[config.mk]
export PLATFORM = sky130hd
export DESIGN_NAME = disp_host_end_flat
export DESIGN_NICKNAME = d
export VERILOG_FILES = /design/src/verilog/disp_port_pkg.sv /design/src/verilog/disp_port_if.sv /design/src/verilog/disp_host_end.sv /design/src/flat_wrapper.sv
export VERILOG_INCLUDE_DIRS = /design/src /design/src/verilog
export SDC_FILE = /design/constraint.sdc
export NUM_CORES = 1
export LEC_CHECK = 0
export BUFFER_PORTS_ARGS = -buffer_cell sky130_fd_sc_hd__buf_2
export CAP_MARGIN = 20
export CORE_ASPECT_RATIO = 0.7
export CORE_UTILIZATION = 48
export DETAILED_ROUTE_END_ITERATION = 10
export HOLD_SLACK_MARGIN = 0.02
export PLACE_DENSITY = 0.78
export SYNTH_ARGS = -nofsm -noshare
export SYNTH_HDL_FRONTEND = slang
export SYNTH_SLANG_ARGS = --single-unit
export TNS_END_PERCENT = 1
[constraint.sdc]
create_clock -name clk_sys_i -period 1.9 [get_ports clk_sys_i]
set_input_delay 0.38 -clock clk_sys_i [delete_from_list [all_inputs] [get_ports clk_sys_i]]
set_output_delay 0.38 -clock clk_sys_i [all_outputs]
set_load 0.02 [all_outputs]
[src/verilog/disp_port_defines.svh]
// Constants for the display host port: strap codes, pin positions, counts.
// Assumes a single 100 MHz system clock on both ends.
`ifndef DISP_PORT_DEFINES_SVH
`define DISP_PORT_DEFINES_SVH
`define BUS_SEL_6800 2'h2
`define BUS_SEL_8080 2'h3
`define BUS_SEL_SERIAL 2'h0
`define BUS_SEL_I2C 2'h1
`define PIN_SCLK 0
`define PIN_SERIAL_DATA_IN 1
`define PIN_SDA_OUT 2
`define I2C_ADDR_BASE 7'h3C
`define HOST_HALF_PERIOD 4'h4
`define READ_DATA_RESET 8'hA5
`define BIT_COUNT_LAST 3'h7
`endif

[src/verilog/disp_port_pkg.sv]
// Types shared by both ends of the display host port.
// Assumes the defines header sits beside it.
package disp_port_pkg;
	typedef enum logic [1:0] {mode_serial_type_e = 2'b00, mode_i2c_e = 2'b01,
		mode_6800_e = 2'b10, mode_8080_e = 2'b11} bus_mode_type;
	typedef enum logic [2:0] {h_idle = 3'b000, h_setup = 3'b001, h_strobe = 3'b010,
		h_hold = 3'b011, h_shift = 3'b100} host_state_type;
endpackage : disp_port_pkg

[src/verilog/disp_port_if.sv]
// Pins between host and display controller.
// Assumes the testbench resolves the data bus from the enables.
`timescale 1ns/1ps
`default_nettype none
interface disp_port_if;
	logic [1:0] bus_sel; // Straps, high strap in bit 1
	logic cs_n; // Chip select, active low
	logic reset_in_n; // Controller reset, active low
	logic dc; // Data/command, address lsb in I2C
	logic rw_wr_n; // Direction or write strobe
	logic e_rd_n; // Enable or read strobe
	logic [7:0] d_host; // Host drive of data bus
	logic [7:0] d_host_oe; // Host drive enables
	logic [7:0] d_dev; // Device drive of data bus
	logic [7:0] d_dev_oe; // Device drive enables
	logic [7:0] d_in; // Resolved bus level
	modport host (output bus_sel, cs_n, reset_in_n, dc, rw_wr_n, e_rd_n, d_host, d_host_oe, input d_in);
	modport dev (input bus_sel, cs_n, reset_in_n, dc, rw_wr_n, e_rd_n, d_in, output d_dev, d_dev_oe);
endinterface : disp_port_if
`default_nettype wire

[src/verilog/disp_host_end.sv]
// Host end: issues one byte per request on the strapped bus.
// Assumes device end samples pins through two flip-flops.
`timescale 1ns/1ps
`default_nettype none
`include "disp_port_defines.svh"
module disp_host_end
	import disp_port_pkg::*;
(
	input wire logic clk_sys_i,
	input wire logic reset_i,
	input wire logic [1:0] mode_i, // Bus to strap
	input wire logic req_valid_i, // Request pulse or level
	input wire logic req_read_i, // Read request (parallel only)
	input wire logic req_dc_i, // Data (1) or command (0)
	input wire logic [7:0] req_data_i,
	input wire logic chip_reset_i, // Hold controller in reset
	output logic req_ready_o,
	output logic rd_valid_o,
	output logic [7:0] rd_data_o,
	disp_port_if.host port
);
	host_state_type st_r, st_nxt;
	logic [3:0] cnt_r, cnt_nxt; // Phase timer
	logic [3:0] bit_r, bit_nxt; // Bits left to shift
	logic [7:0] sh_r, sh_nxt;
	logic rd_r, rd_nxt, dc_r, dc_nxt, cs_n_r, cs_n_nxt, ctl_a_r, ctl_a_nxt, ctl_b_r, ctl_b_nxt;
	logic sck_r, sck_nxt, rv_r, rv_nxt, rdy_r, rdy_nxt;
	logic [7:0] rdd_r, rdd_nxt;
	logic [1:0] mode_r;
	logic chip_rst_n_r; // Controller reset pin, registered
	logic [7:0] din_s1_r, din_s2_r; // Bus read back through two flops
	logic par;
	assign par = mode_r[1];
	////////////////////////////////////////////////////////////
	// Next state of the cycle sequencer
	always_comb
	begin
		st_nxt = st_r; cnt_nxt = cnt_r; bit_nxt = bit_r; sh_nxt = sh_r; rd_nxt = rd_r;
		dc_nxt = dc_r; cs_n_nxt = cs_n_r; ctl_a_nxt = ctl_a_r; ctl_b_nxt = ctl_b_r;
		sck_nxt = sck_r; rv_nxt = 1'b0; rdy_nxt = 1'b0; rdd_nxt = rdd_r;
		case (st_r)
			h_idle:
			begin
				// Idle strobes: 6800 E low, 8080 both high, serial grounded
				// Follows the strap being latched now, so strobes and straps change together
				ctl_a_nxt = (mode_i == `BUS_SEL_8080);
				ctl_b_nxt = (mode_i == `BUS_SEL_8080);
				if (req_valid_i && rdy_r)
				begin
					sh_nxt = req_data_i; rd_nxt = req_read_i & par; dc_nxt = req_dc_i;
					cs_n_nxt = 1'b0;
					if (mode_r == `BUS_SEL_6800)
						ctl_a_nxt = req_read_i;
					cnt_nxt = `HOST_HALF_PERIOD; bit_nxt = 4'h8; sck_nxt = 1'b0;
					st_nxt = par ? h_setup : h_shift;
				end
				else
					rdy_nxt = 1'b1;
			end
			h_setup:
			begin
				cnt_nxt = cnt_r - 4'h1;
				if (cnt_r == 4'h0)
				begin
					if (mode_r == `BUS_SEL_6800)
						ctl_b_nxt = 1'b1;
					else if (rd_r)
						ctl_b_nxt = 1'b0;
					else
						ctl_a_nxt = 1'b0;
					cnt_nxt = `HOST_HALF_PERIOD; st_nxt = h_strobe;
				end
			end
			h_strobe:
			begin
				cnt_nxt = cnt_r - 4'h1;
				if (cnt_r == 4'h0)
				begin
					ctl_a_nxt = (mode_r == `BUS_SEL_8080) | (ctl_a_r & (mode_r == `BUS_SEL_6800));
					ctl_b_nxt = (mode_r == `BUS_SEL_8080);
					cnt_nxt = `HOST_HALF_PERIOD; st_nxt = h_hold;
				end
			end
			h_shift:
			begin
				// MSB first, change on falling, device samples rising
				cnt_nxt = cnt_r - 4'h1;
				if (cnt_r == 4'h0)
				begin
					cnt_nxt = `HOST_HALF_PERIOD;
					sck_nxt = ~sck_r;
					if (sck_r)
					begin
						sh_nxt = {sh_r[6:0], 1'b0}; bit_nxt = bit_r - 4'h1;
						if (bit_r == 4'h1)
							st_nxt = h_hold;
					end
				end
			end
			h_hold:
			begin
				cnt_nxt = cnt_r - 4'h1;
				// Read data taken here: the device answer lags the strobe by its synchroniser
				if (cnt_r == 4'h3)
				begin
					rdd_nxt = din_s2_r;
					rv_nxt = rd_r;
				end
				if (cnt_r == 4'h0)
				begin
					cs_n_nxt = 1'b1; rd_nxt = 1'b0; st_nxt = h_idle;
				end
			end
			default: st_nxt = h_idle;
		endcase
	end
	////////////////////////////////////////////////////////////
	// State registers; strap latched each cycle only while idle
	always_ff @(posedge clk_sys_i or posedge reset_i)
	begin
		if (reset_i)
		begin
			st_r <= h_idle; cnt_r <= 4'h0; bit_r <= 4'h0; sh_r <= 8'h00; rd_r <= 1'b0;
			dc_r <= 1'b0; cs_n_r <= 1'b1; ctl_a_r <= 1'b0; ctl_b_r <= 1'b0; sck_r <= 1'b0;
			rv_r <= 1'b0; rdy_r <= 1'b0; rdd_r <= 8'h00; mode_r <= 2'h0;
			din_s1_r <= 8'h00; din_s2_r <= 8'h00; chip_rst_n_r <= 1'b0;
		end
		else
		begin
			st_r <= st_nxt; cnt_r <= cnt_nxt; bit_r <= bit_nxt; sh_r <= sh_nxt; rd_r <= rd_nxt;
			dc_r <= dc_nxt; cs_n_r <= cs_n_nxt; ctl_a_r <= ctl_a_nxt; ctl_b_r <= ctl_b_nxt;
			sck_r <= sck_nxt; rv_r <= rv_nxt; rdy_r <= rdy_nxt; rdd_r <= rdd_nxt;
			if (st_r == h_idle)
				mode_r <= mode_i;
			din_s1_r <= port.d_in;
			din_s2_r <= din_s1_r;
			chip_rst_n_r <= ~chip_reset_i;
		end
	end
	////////////////////////////////////////////////////////////
	// Pin drive; all from flops
	assign port.bus_sel = mode_r;
	assign port.cs_n = cs_n_r;
	assign port.reset_in_n = chip_rst_n_r;
	assign port.dc = dc_r;
	assign port.rw_wr_n = ctl_a_r;
	assign port.e_rd_n = ctl_b_r;
	// Parallel: whole byte; serial: clock on bit0, data on bit1
	assign port.d_host = par ? sh_r : {5'h00, 1'b0, sh_r[7], sck_r};
	assign port.d_host_oe = par ? {8{~rd_r & ~cs_n_r}} : 8'h03;
	assign req_ready_o = rdy_r;
	assign rd_valid_o = rv_r;
	assign rd_data_o = rdd_r;
endmodule : disp_host_end
`default_nettype wire

[src/flat_wrapper.sv]
// flat-port wrapper written by rule: the top's interface ports become plain ports
module disp_host_end_flat import disp_port_pkg::*;
  (clk_sys_i, reset_i, mode_i, req_valid_i, req_read_i, req_dc_i, req_data_i, chip_reset_i, req_ready_o, rd_valid_o, rd_data_o, port_bus_sel, port_cs_n, port_reset_in_n, port_dc, port_rw_wr_n, port_e_rd_n, port_d_host, port_d_host_oe, port_d_in);
  disp_port_if port_i ();
  input wire logic clk_sys_i;
  input wire logic reset_i;
  input wire logic [1:0] mode_i;
  input wire logic req_valid_i;
  input wire logic req_read_i;
  input wire logic req_dc_i;
  input wire logic [7:0] req_data_i;
  input wire logic chip_reset_i;
  output logic req_ready_o;
  output logic rd_valid_o;
  output logic [7:0] rd_data_o;
  output wire logic [$bits(port_i.bus_sel)-1:0] port_bus_sel;
  output wire logic [$bits(port_i.cs_n)-1:0] port_cs_n;
  output wire logic [$bits(port_i.reset_in_n)-1:0] port_reset_in_n;
  output wire logic [$bits(port_i.dc)-1:0] port_dc;
  output wire logic [$bits(port_i.rw_wr_n)-1:0] port_rw_wr_n;
  output wire logic [$bits(port_i.e_rd_n)-1:0] port_e_rd_n;
  output wire logic [$bits(port_i.d_host)-1:0] port_d_host;
  output wire logic [$bits(port_i.d_host_oe)-1:0] port_d_host_oe;
  input wire logic [$bits(port_i.d_in)-1:0] port_d_in;
  assign port_bus_sel = port_i.bus_sel;
  assign port_cs_n = port_i.cs_n;
  assign port_reset_in_n = port_i.reset_in_n;
  assign port_dc = port_i.dc;
  assign port_rw_wr_n = port_i.rw_wr_n;
  assign port_e_rd_n = port_i.e_rd_n;
  assign port_d_host = port_i.d_host;
  assign port_d_host_oe = port_i.d_host_oe;
  assign port_i.d_in = port_d_in;
  disp_host_end u_core (.clk_sys_i(clk_sys_i), .reset_i(reset_i), .mode_i(mode_i), .req_valid_i(req_valid_i), .req_read_i(req_read_i), .req_dc_i(req_dc_i), .req_data_i(req_data_i), .chip_reset_i(chip_reset_i), .req_ready_o(req_ready_o), .rd_valid_o(rd_valid_o), .rd_data_o(rd_data_o), .port(port_i));
endmodule
; ---- Yosys cells after proc, flatten, opt, wreduce, memory -nomap -nowiden
; Index checks and enable logic that the tools add are counted.
[classes]
bitwise_logic = 8
multipliers = 0
div_mod_pow = 0
magnitude_cmp = 0
mux = 46
n_eq_ne = 19
shift = 0
n_reduce_logical = 17
n_addsub = 2
[ops]
columns = cell, n
row1 = 8-bit 2-to-1 mux, 5
row2 = 3-bit 2-to-1 mux, 8
row3 = 4-bit 2-to-1 mux, 5
row4 = 1-bit 2-to-1 mux, 19
row5 = 8-bit case mux with 2 select lines, 1
row6 = 3-bit case mux with 5 select lines, 1
row7 = 2-bit by 1-bit inequality test with 1-bit output (second input constant), 7
row8 = 4-bit case mux with 3 select lines, 1
row9 = 4-bit case mux with 2 select lines, 1
row10 = 4-bit AND reduction, 2
row11 = 4-bit by 1-bit subtractor with 4-bit output (second input constant), 2
row12 = 7-bit AND reduction, 1
row13 = 2-bit equality test (second input constant), 3
row14 = 3-bit by 2-bit equality test with 1-bit output (second input constant), 2
row15 = 1-bit case mux with 2 select lines, 3
row16 = 1-bit case mux with 3 select lines, 2
row17 = 2-bit AND reduction, 3
row18 = 3-bit AND reduction, 2
row19 = 3-bit nonzero test, 2
row20 = 5-bit AND reduction, 1
row21 = 4-bit by 1-bit equality test with 1-bit output (second input constant), 1
row22 = 4-bit by 2-bit equality test with 1-bit output (second input constant), 1
row23 = 4-bit logical NOT, 1
row24 = 2-bit inequality test (second input constant), 2
row25 = 10 further kinds, 16
[totals]
memories = 0
romBits = 0
output_inout_bits = 33
mem_bits_rw = 0
latchBits = 0
inputBits = 24
regBits = 54
word_cells = 109

; ---- Depth between registers and ports, before layout
; Gate-level depths: netlist of the first run.
[depth]
depth_word = 5
ltp_mapped = 9
depth_no_buf = 7

; ---- Worst setup path after synthesis of the first run
; OpenSTA, ideal clock, no wires.
[synth_path]
path_type = register -> output
startpoint = register u_core.mode_r[1], in the netlist u_core.port.bus_sel[1]
endpoint = output port_d_host_oe[3]
path_buffers = 1
path_stages_with_launch = 4
arrival_time_ns = 1.692
slack_ns = -0.172
required_time_ns = 1.520
path_cell_list = dfrtp_1 inv_1 nor3_1 buf_4
[synth_via]
elab_chain_len = 1
[synth_rtl]
columns = item, line
row1 = from (decl), disp_host_end.sv:29  ; logic [1:0] mode_r;
row2 = from (signal assigned), disp_host_end.sv:134  ; mode_r <= mode_i;
row3 = 8-bit 2-to-1 mux, disp_host_end.sv:150  ; assign port.d_host_oe = par ? {8{~rd_r & ~cs_n_r}} : 8'h03;
row4 = to (decl), flat_wrapper.sv:23  ; output wire logic [$bits(port_i.d_host_oe)-1:0] port_d_host_oe;
; No other way between the ends.

; ---- Worst setup path in the final report of the first run
[layout_path]
startpoint = register u_core.cnt_r[0]
endpoint = register u_core.ctl_a_r, in the netlist u_core.port.rw_wr_n
[layout_via]
elab_chain_len = 3
word_cells_on_any_way = 4
cone_classes = 2 x eq/ne / 2 x reduce/logical
[layout_rtl]
columns = item, line
row1 = from (decl), disp_host_end.sv:23  ; logic [3:0] cnt_r, cnt_nxt;
row2 = from (signal assigned), disp_host_end.sv:130  ; st_r <= st_nxt; cnt_r <= cnt_nxt; bit_r <= bit_nxt; sh_r <= sh_nxt; rd_r <= rd_nxt;
row3 = 4-bit logical NOT (*), "disp_host_end.sv:63, disp_host_end.sv:77"
row4 = 2-bit by 1-bit inequality test with 1-bit output (no source line), -
row5 = 5-bit AND reduction (no source line) (*), -
row6 = to (signal assigned), disp_host_end.sv:131  ; dc_r <= dc_nxt; cs_n_r <= cs_n_nxt; ctl_a_r <= ctl_a_nxt; ctl_b_r <= ctl_b_nxt;
row7 = to (decl), disp_host_end.sv:26  ; logic rd_r, rd_nxt, dc_r, dc_nxt, cs_n_r, cs_n_nxt, ctl_a_r, ctl_a_nxt, ctl_b_r, ctl_b_nxt;
; Mark *: on every way between the ends. The rest lies on a longest branch, timed or not.
; A chain may end at the register's enable or synchronous reset.

==> results of run 1 <==
## logic make-up after synthesis
logic type / share of synthesized area (%)
AO/OA/AOI/OAI: 13.9
adder cells (fa/ha/maj): 2.00
buffers and inverters: 6.38
AND/OR/NAND/NOR: 14.9
flip-flops: 53.9
multiplexers: 8.98
## synth_stat cells (all sizes together), types with 2 or more instances
| cell | count | area (um2) |
|---|---|---|
| nor2b | 3 | 18.8 |
| and2 | 8 | 50.1 |
| a31oi | 2 | 12.5 |
| o221ai | 2 | 17.5 |
| inv | 14 | 52.6 |
| a21oi | 21 | 109 |
| a22oi | 3 | 22.5 |
| o21ai | 12 | 63.8 |
| mux2i | 9 | 90.1 |
| ha | 4 | 50.1 |
| nor4 | 2 | 27.5 |
| nand2 | 17 | 63.8 |
| nor3 | 8 | 45.0 |
| dfrtp | 53 | 1330 |
| nor2 | 25 | 93.8 |
| nand3 | 4 | 20.0 |
| o22ai | 4 | 25.0 |
| mux2 | 12 | 135 |
| clkbuf | 5 | 18.8 |
| buf | 14 | 88.8 |
| o31ai | 2 | 15.0 |
| a21o | 3 | 22.5 |
## cell type report
type	instances	area (um2)
fillers	415	1850
flip-flops and latches	54	1350
multi-input cells	155	1010
repair buffers	76	455
clock buffers	7	96.3
well taps	69	86.3
inverters	14	52.6
clock inverters	1	8.76
## layer usage
layer  wire [um]  part of all wire, %
met1        2410                   48
met2        2250                   45
met3         321                  6.4
met4          44                 0.88
met5           0                    0
## state kept, by name, summed over array words and instances, names as in the netlist, 2 cells and up
register,cells
u_core.cnt_r,4
u_core.din_s2_r,8
u_core.din_s1_r,8
u_core.port.bus_sel,2
u_core.rd_data_o,8
u_core.bit_r,4
u_core.sh_r,8
u_core.st_r,3
## path summary, 6_finish.rpt
check | startpoint | endpoint | slack (ns)
max | u_core.cnt_r[0]$_DFFE_PP0P_ | u_core.port.rw_wr_n$_DFFE_PP0P_ | 0.06
min | reset_i | u_core.din_s1_r[3]$_DFF_PP0_ | 0.09
max reg2reg | u_core.cnt_r[0]$_DFFE_PP0P_ | u_core.port.rw_wr_n$_DFFE_PP0P_ | 0.06
min reg2reg | u_core.din_s1_r[4]$_DFF_PP0_ | u_core.din_s2_r[4]$_DFF_PP0_ | 0.35
max in group asynchronous | reset_i | u_core.rd_data_o[4]$_DFFE_PP0P_ | 1.29
min in group clk_sys_i | port_d_in[7] | u_core.din_s1_r[7]$_DFF_PP0_ | 0.17
## power breakdown
part / switching, uW / leakage [uW] / internal [uW]
registers: 304 / 0.000640 / 1530
clock network: 368 / 0.0000544 / 335
logic: 1340 / 0.000818 / 981
total: 2010 / 0.00151 / 2850
## stage by stage
stage / utilization, % / TNS [ns] / instances / hold WS (ns)
after floorplan: - / -0.0693 / 242 / 0.331
after global placement: 60.0 / 0 / 368 / 0.332
after detailed placement: 60.0 / -0.00410 / 368 / 0.336
after CTS: 62.2 / 0 / 376 / 0.108
after global routing: 62.4 / -0.139 / 376 / 0.108
final: 62.4 / 0 / 376 / 0.0853
## repair_timing
| item | 4_1_cts | 5_1_grt |
|---|---|---|
| endpoints found under the setup margin | 1 | 14 |
| hold endpoints to repair | 0 | 0 |
| gates resized for setup | 1 | 3 |
==> metrics.cfg, run 1 <==
[run_status]
outcome=finished, final reports clean

[finish]
final_nets=334
area_growth_pct=22.2
mostFrequentLayoutCells=buf_2 (56), dfrtp_1 (52), nor2_1 (24), a21oi_1 (20), buf_4 (18)
drive_above_1_share_pct=33.9
antennaDiodeCount=0
mostFrequentLayoutCell=buf_2
stdcell_area_um2=3070

[global_route]
grt_use_met2_pct=29.4
use_met1_pct=30.5
grt_max_degree=24
grt_overflow=0
use_met3_pct=5.55
grt_usage_pct=20.3
grt_pass1_vias=1889
top_usage_layer=met1
antenna_found_initial=0
grt_first_pass_wirelength_um=8750

[pwr]
power.total_uw=4860
vdd_drop_max_v=0.000514
p_per_area_nw_per_um2=1590
p_leak_uw=0.00151

[yosys]
syn_area_um2=2510
synth_edf_count=0
syn_nets=270
ys_async_sr_fraction_pct=100
ys_ff_latch=54
ys_warn_count=0
avgSynthCellArea_um2=10.4
ys_types=45
ys_seq_area_share_pct=53.9
synth_flop_cell=dfrtp_1
syn_inst=242

[sta]
setup_violations=0
hold_viol_final=0
slew_headroom_pct=67.3
worstMarginPinSlew_ns=0.490
maxSlewViolCount=0
finalClockSkew_ns=0.00588
rsz0062_at_grt=true
post-route-min-period_ns=1.84
setup_ws_ns=0.0624
fin_crit_sh_pct=96.7
fmax_mhz=544

[clock_network]
htree_levels=2
clkTransAtPathRegs_ns=0.10
cts.sinks=54
numCtsBuffers=5
root_buffer=clkbuf_8
cts_tree=built
clk-insertion-delay-late_ns=0.31
hold_buffers=0
cts_setup_buffers=0
clock_path_buffers=2

[detailed_routing]
antenna_left=0
routed_wl_um=5020
firstDrtPassIters=5
drc_errors=0
wl_per_cell_um=13.4
avgViaCountPerCell=5.35
vias=2011
drt_iter0_markers=179

[floorplan]
ios=57
core_um2=4910
die_h_um=62.5
rows=21
die_x_um=88.4
start_util_pct=51.1
die_area_um2=5520

[setup_path]
cp-end-kind=flip-flop
path_class=flip-flop to flip-flop
crit_cells=6
max_stage_delay_ns=0.44
path_delay_family=simple AND/OR/NAND/NOR gates
ff2ff_path_depth=6
worstPathCellList=inv_1, ha_1, or3b_4, nor4_4, o21ai_2, o32a_1
arrival_ns=2.03
critPathSlowestCell=or3b_4
critPathRequiredTime_ns=2.09
startpoint_type=flip-flop
cp_num_buf_inv=1
critPathMaxFanout=6

[place]
gp_congestion=0.920
dp_slack_ns=-0.00410
port_buffers=56
placed_cell_area_um2=2950
dp_hpwl_um=3890

[job]
cap_violations=0

[hold_path]
min_path_type=primary input to async pin

Power figures use the tool's default switching activity.
==> inputs of run 2 (changes only) <==
- GPL_TIMING_DRIVEN: default -> 0
==> run 2 against run 1 <==
Net effect: critical endpoint is now u_core.port.e_rd_n$_DFFE_PP0P_; sequential power about the same; largest cell class unchanged; global-route usage up 1.5 points; routed wire length up 12%; final cell count up 3.2%; register-to-register slack worse by 0.09 ns; highest routed layer unchanged; the flow now finishes with violations (setup timing); sequential share of layout area down 1.1 points; die area unchanged.
==> metrics.cfg, run 2 (synthesis gave the netlist of run 1 again) <==
[run_status]
outcome=finished with violations
violations=setup timing

[sta]
maxSlewViolCount=0
post-route-min-period_ns=1.93
setup_ws_ns=-0.0302
finalClockSkew_ns=0.0124
fmax_mhz=518
slew_headroom_pct=59.9
hold_viol_final=0
rsz0062_at_grt=true
holdWs_ns=0.165
fin_crit_sh_pct=102
setup_violations=1
worstMarginPinSlew_ns=0.601

[finish]
stdcell_area_um2=3150
area_growth_pct=25.4
final_util_pct=64.0
final_nets=346
mostFrequentLayoutCell=buf_2
drive_above_1_share_pct=35.4
nFillCells=418
mostFrequentLayoutCells=buf_2 (59), dfrtp_1 (52), nor2_1 (24), a21oi_1 (19)
antennaDiodeCount=0
multi_input_area_um2=1040
regArea_um2=1350

[setup_path]
max_stage_delay_ns=0.40
path_class=flip-flop to flip-flop
critPathSlowestCell=dfrtp_1
startpoint_type=flip-flop
critPathRequiredTime_ns=2.10
critPathMaxFanout=8
cp-end-kind=flip-flop
arrival_ns=2.13
path_delay_family=simple AND/OR/NAND/NOR gates
worstPathCellList=inv_2, ha_4, or3b_1, buf_6, nor2_4, a21oi_2, nor2_1, mux2_1
cp_num_buf_inv=2
r2r_setup_slack_ns=-0.03

[global_route]
grt_first_pass_wirelength_um=9320
antenna_found_initial=0
grt_pass1_vias=1979
grt_overflow=0
grt_usage_pct=21.8
grt_max_degree=45

[detailed_routing]
antenna_left=0
wl_per_cell_um=14.5
firstDrtPassIters=4
vias=2081
avgViaCountPerCell=5.36
drt_iter0_markers=180
drc_errors=0
routed_wl_um=5630

[floorplan]
die_h_um=62.5
start_util_pct=51.1
die_x_um=88.4
core_um2=4910
rows=21
die_area_um2=5520
ios=57

[pwr]
switching_share_pct=42.8
power_frac_seq_pct=36.1
p_per_area_nw_per_um2=1620
p_switching_uw=2190
p_leak_uw=0.00153
p_clk_share_pct=13.3
vdd_drop_max_v=0.000542
p_comb_share_pct=50.6
p_int_uw=2920

[hold_path]
min_path_type=primary input to flip-flop

[place]
gp_congestion=0.897
placed_cell_area_um2=2900
dp_hpwl_um=3860
port_buffers=56

[clock_network]
root_buffer=clkbuf_8
htree_levels=2
clk-insertion-delay-late_ns=0.31
cts.sinks=54
clock_path_buffers=2
numCtsBuffers=5
clkTransAtPathRegs_ns=0.10
cts_tree=built

[job]
cap_violations=0

run 2: cell count changes in the layout (fill, tap and decap cells not counted), sizes merged:
cell         change
buf              +5
clkbuf           +4
clkinv           -1
clkinvlp         +1
dlygate4sd3      +1
inv              +2
run 2: worst paths after layout:
check | depth (start not counted) | end | start
max | 8 | u_core.port.e_rd_n$_DFFE_PP0P_ | u_core.cnt_r[0]$_DFFE_PP0P_
min | 1 | u_core.din_s1_r[7]$_DFF_PP0_ | port_d_in[7]
max reg2reg | 8 | u_core.port.e_rd_n$_DFFE_PP0P_ | u_core.cnt_r[0]$_DFFE_PP0P_
min reg2reg | 0 | u_core.din_s2_r[6]$_DFF_PP0_ | u_core.din_s1_r[6]$_DFF_PP0_
max in group asynchronous | 4 | u_core.port.cs_n$_DFFE_PP1P_ | reset_i
min in group asynchronous | 3 | u_core.req_ready_o$_DFF_PP0_ | reset_i
run 2: power groups by stage:
stage	registers (uW)	logic [uW]	clock network, uW
2_1_floorplan	1980	1480	0
3_3_place_gp	1850	2190	0
6_report	1840	2590	678
4_1_cts	1850	2390	691
3_5_place_dp	1870	2250	0
5_1_grt	1900	2840	740
run 2: layout make-up:
type | count | share of cell area (%)
multi-input cells | 155 | 33.2
flip-flops and latches | 54 | 43.0
well taps | 69 | 2.74
repair buffers | 69 | 12.5
clock buffers | 5 | 2.19
clock inverters | 3 | 0.875
inverters | 14 | 1.67
plain buffers | 19 | 3.82
run 2: per-layer routing:
metal / global-route usage (%) / wire length [um] / up-vias
li1: - / - / 980
met2: 33.5 / 2630 / 90
met1: 31.8 / 2590 / 1003
met3: 4.36 / 370 / 8
met5: 0 / 0 / -
met4: 5.04 / 38 / 0
run 2: timing repair:
| item | CTS | global route |
|---|---|---|
| endpoints found under the setup margin | 29 | 20 |
| hold endpoints to repair | 10 | 0 |
| hold buffers | 1 | 0 |
| setup buffers | 2 | 9 |
| pin swaps | 3 | 9 |
| resized for setup | 11 | 8 |
| gates cloned | 0 | 0 |
run 2: through the flow:
| step | power (uW) | std cells | setup TNS, ns | worst slack [ns] |
|---|---|---|---|---|
| 2_1_floorplan | 3460 | 242 | -0.0693 | -0.0437 |
| 3_3_place_gp | 4040 | 367 | -23.87 | -0.441 |
| 3_5_place_dp | 4120 | 368 | -1.23 | -0.246 |
| 4_1_cts | 4930 | 379 | -0.0940 | -0.0332 |
| 5_1_grt | 5490 | 388 | -0.488 | -0.135 |
| 6_report | 5110 | 388 | -0.0302 | -0.0302 |
==> inputs of run 3 (changes only) <==
--- a/config.mk
+++ b/config.mk
@@ -9,3 +9,2 @@
 export BUFFER_PORTS_ARGS = -buffer_cell sky130_fd_sc_hd__buf_2
-export CAP_MARGIN = 20
 export CORE_ASPECT_RATIO = 0.7
--- a/constraint.sdc
+++ b/constraint.sdc
@@ -3,2 +3,2 @@
 set_output_delay 0.38 -clock clk_sys_i [all_outputs]
-set_load 0.02 [all_outputs]
+set_load 0.005 [all_outputs]
==> run 3 against run 2 <==
Net effect: the run still ends with setup timing left; clock skew down 0.0059 ns; final cell count down 1.5%; critical path type unchanged; non-clock buffer count down 6; register-to-register slack about the same; flip-flop and latch count unchanged; largest power group unchanged; global-route usage down 0.98 points; utilization down 1.2 points.
==> metrics.cfg, run 3 (synthesis gave the netlist of run 1 again) <==
[run_status]
outcome=finished with violations
violations=setup timing

[finish]
drive_above_1_share_pct=33.9
stdcell_area_um2=3090
area_growth_pct=23.0
regArea_um2=1350
mostFrequentLayoutCells=buf_2 (60), dfrtp_1 (52), nor2_1 (24), a21oi_1 (20), nand2_1 (17)
antennaDiodeCount=0
mostFrequentLayoutCell=buf_2
nFillCells=430
final_nets=340
multi_input_area_um2=1040
fin_cells=382

[place]
dp_hpwl_um=3800
placed_cell_area_um2=2900
gp_congestion=0.890
dp_slack_ns=-0.155
port_buffers=56
placed_cells=368

[setup_path]
crit_path_end=u_core.port.e_rd_n$_DFFE_PP0P_
r2r-end=u_core.port.e_rd_n$_DFFE_PP0P_
critPathMaxFanout=9
reg2reg_from=u_core.cnt_r[0]$_DFFE_PP0P_
r2r_setup_slack_ns=-0.04
path_class=flip-flop to flip-flop
cp-end-kind=flip-flop
startpoint_type=flip-flop
arrival_ns=2.14
ff2ff_path_depth=8
critPathLaunch=u_core.cnt_r[0]$_DFFE_PP0P_
critPathRequiredTime_ns=2.09

[sta]
maxSlewViolCount=0
post-route-min-period_ns=1.94
hold_viol_final=0
rsz0062_at_grt=true
fmax_mhz=514
worstMarginPinSlew_ns=0.630
setup_violations=1
setup_ws_ns=-0.0438
fin_crit_sh_pct=102
slew_headroom_pct=58.0
finalClockSkew_ns=0.00648

[global_route]
grt_usage_pct=20.8
grt_max_degree=35
grt_first_pass_wirelength_um=8920
antenna_found_initial=0
grt_pass1_vias=1943
grt_overflow=0

[pwr]
switching_share_pct=37.7
p_int_uw=2840
p_per_area_nw_per_um2=1480
p_leak_uw=0.00150
vdd_drop_max_v=0.000485
p_switching_uw=1710
p_comb_share_pct=45.3
power_frac_seq_pct=40.6
p_clk_share_pct=14.1

[floorplan]
rows=21
start_util_pct=51.1
die_x_um=88.4
die_h_um=62.5
core_um2=4910
ios=57
die_area_um2=5520

[clock_network]
clkTransAtPathRegs_ns=0.10
cts.sinks=54
htree_levels=2
numCtsBuffers=5
root_buffer=clkbuf_8
clk-insertion-delay-late_ns=0.30
clock_path_buffers=2
cts_tree=built

[job]
cap_violations=0

[hold_path]
min_path_type=primary input to async pin

[detailed_routing]
antenna_left=0
drc_errors=0
routed_wl_um=5250
avgViaCountPerCell=5.25
drt_iter0_markers=172
firstDrtPassIters=4
vias=2004
wl_per_cell_um=13.8

run 3: changes by cell type in the layout (fill, tap and decap cells not counted), sizes merged:
cell / delta
buf: -4
inv: -1
dlygate4sd3: -1
run 3: cell type report:
class                   instances  area share [%]
inverters                      14            1.70
clock inverters                 2           0.527
flip-flops and latches         54            43.9
repair buffers                 63            11.2
plain buffers                  19            3.81
well taps                      69            2.80
multi-input cells             155            33.7
clock buffers                   6            2.35
run 3: worst max-delay path, stage by stage (launching register included):
cell     delay [ns]
dfrtp_1        0.42
inv_2          0.09
ha_4           0.15
or3b_1         0.36
buf_6          0.16
a21oi_4        0.14
a21oi_1        0.06
nor2_1         0.12
mux2_1         0.34
run 3: metrics by stage:
step / total power [uW] / hold WS, ns / TNS (ns) / util, %
after global placement: 3640 / 0.333 / -24.25 / 58.6
after floorplan: 3060 / 0.331 / 0 / -
after detailed placement: 3720 / 0.336 / -0.455 / 59.0
after CTS: 4520 / 0.0917 / -0.0380 / 62.3
after global routing: 4940 / 0.112 / -0.278 / 62.8
final: 4550 / 0.0791 / -0.0438 / 62.8
run 3: per-layer routing:
layer  part of all wire [%]  global-route usage [%]  vias to the layer above
met5                      0                       0                        -
li1                       -                       -                      968
met2                     44                    30.6                       87
met3                    7.3                    4.36                        8
met4                    1.2                    5.24                        0
met1                     47                    31.4                      941
run 3: timing repair:
item | in CTS | in global routing
hold buffers | 0 | 0
buffers inserted | 4 | 2
endpoints found under the setup margin | 15 | 17
resized for setup | 8 | 7
pin swaps | 1 | 5
cloned | 0 | 0
hold endpoints to repair | 0 | 0
run 3: power groups by stage:
stage	Sequential, uW	Clock, uW	Combinational, uW
4_1_cts	1840	666	2010
2_1_floorplan	1800	0	1260
3_3_place_gp	1840	0	1800
3_5_place_dp	1860	0	1860
6_report	1850	643	2060
5_1_grt	1910	704	2320
run 3: how the worst min path moves through the flow:
stage          slack, ns                         start                      endpoint
6_report            0.08                       reset_i   u_core.bit_r[2]$_DFFE_PP0P_
5_1_grt             0.11                       reset_i   u_core.bit_r[2]$_DFFE_PP0P_
4_1_cts             0.09                       reset_i    u_core.st_r[1]$_DFFE_PP0P_
3_5_place_dp        0.34  u_core.din_s1_r[0]$_DFF_PP0_  u_core.din_s2_r[0]$_DFF_PP0_
3_3_place_gp        0.33  u_core.din_s1_r[2]$_DFF_PP0_  u_core.din_s2_r[2]$_DFF_PP0_
2_1_floorplan       0.33  u_core.din_s1_r[0]$_DFF_PP0_  u_core.din_s2_r[0]$_DFF_PP0_
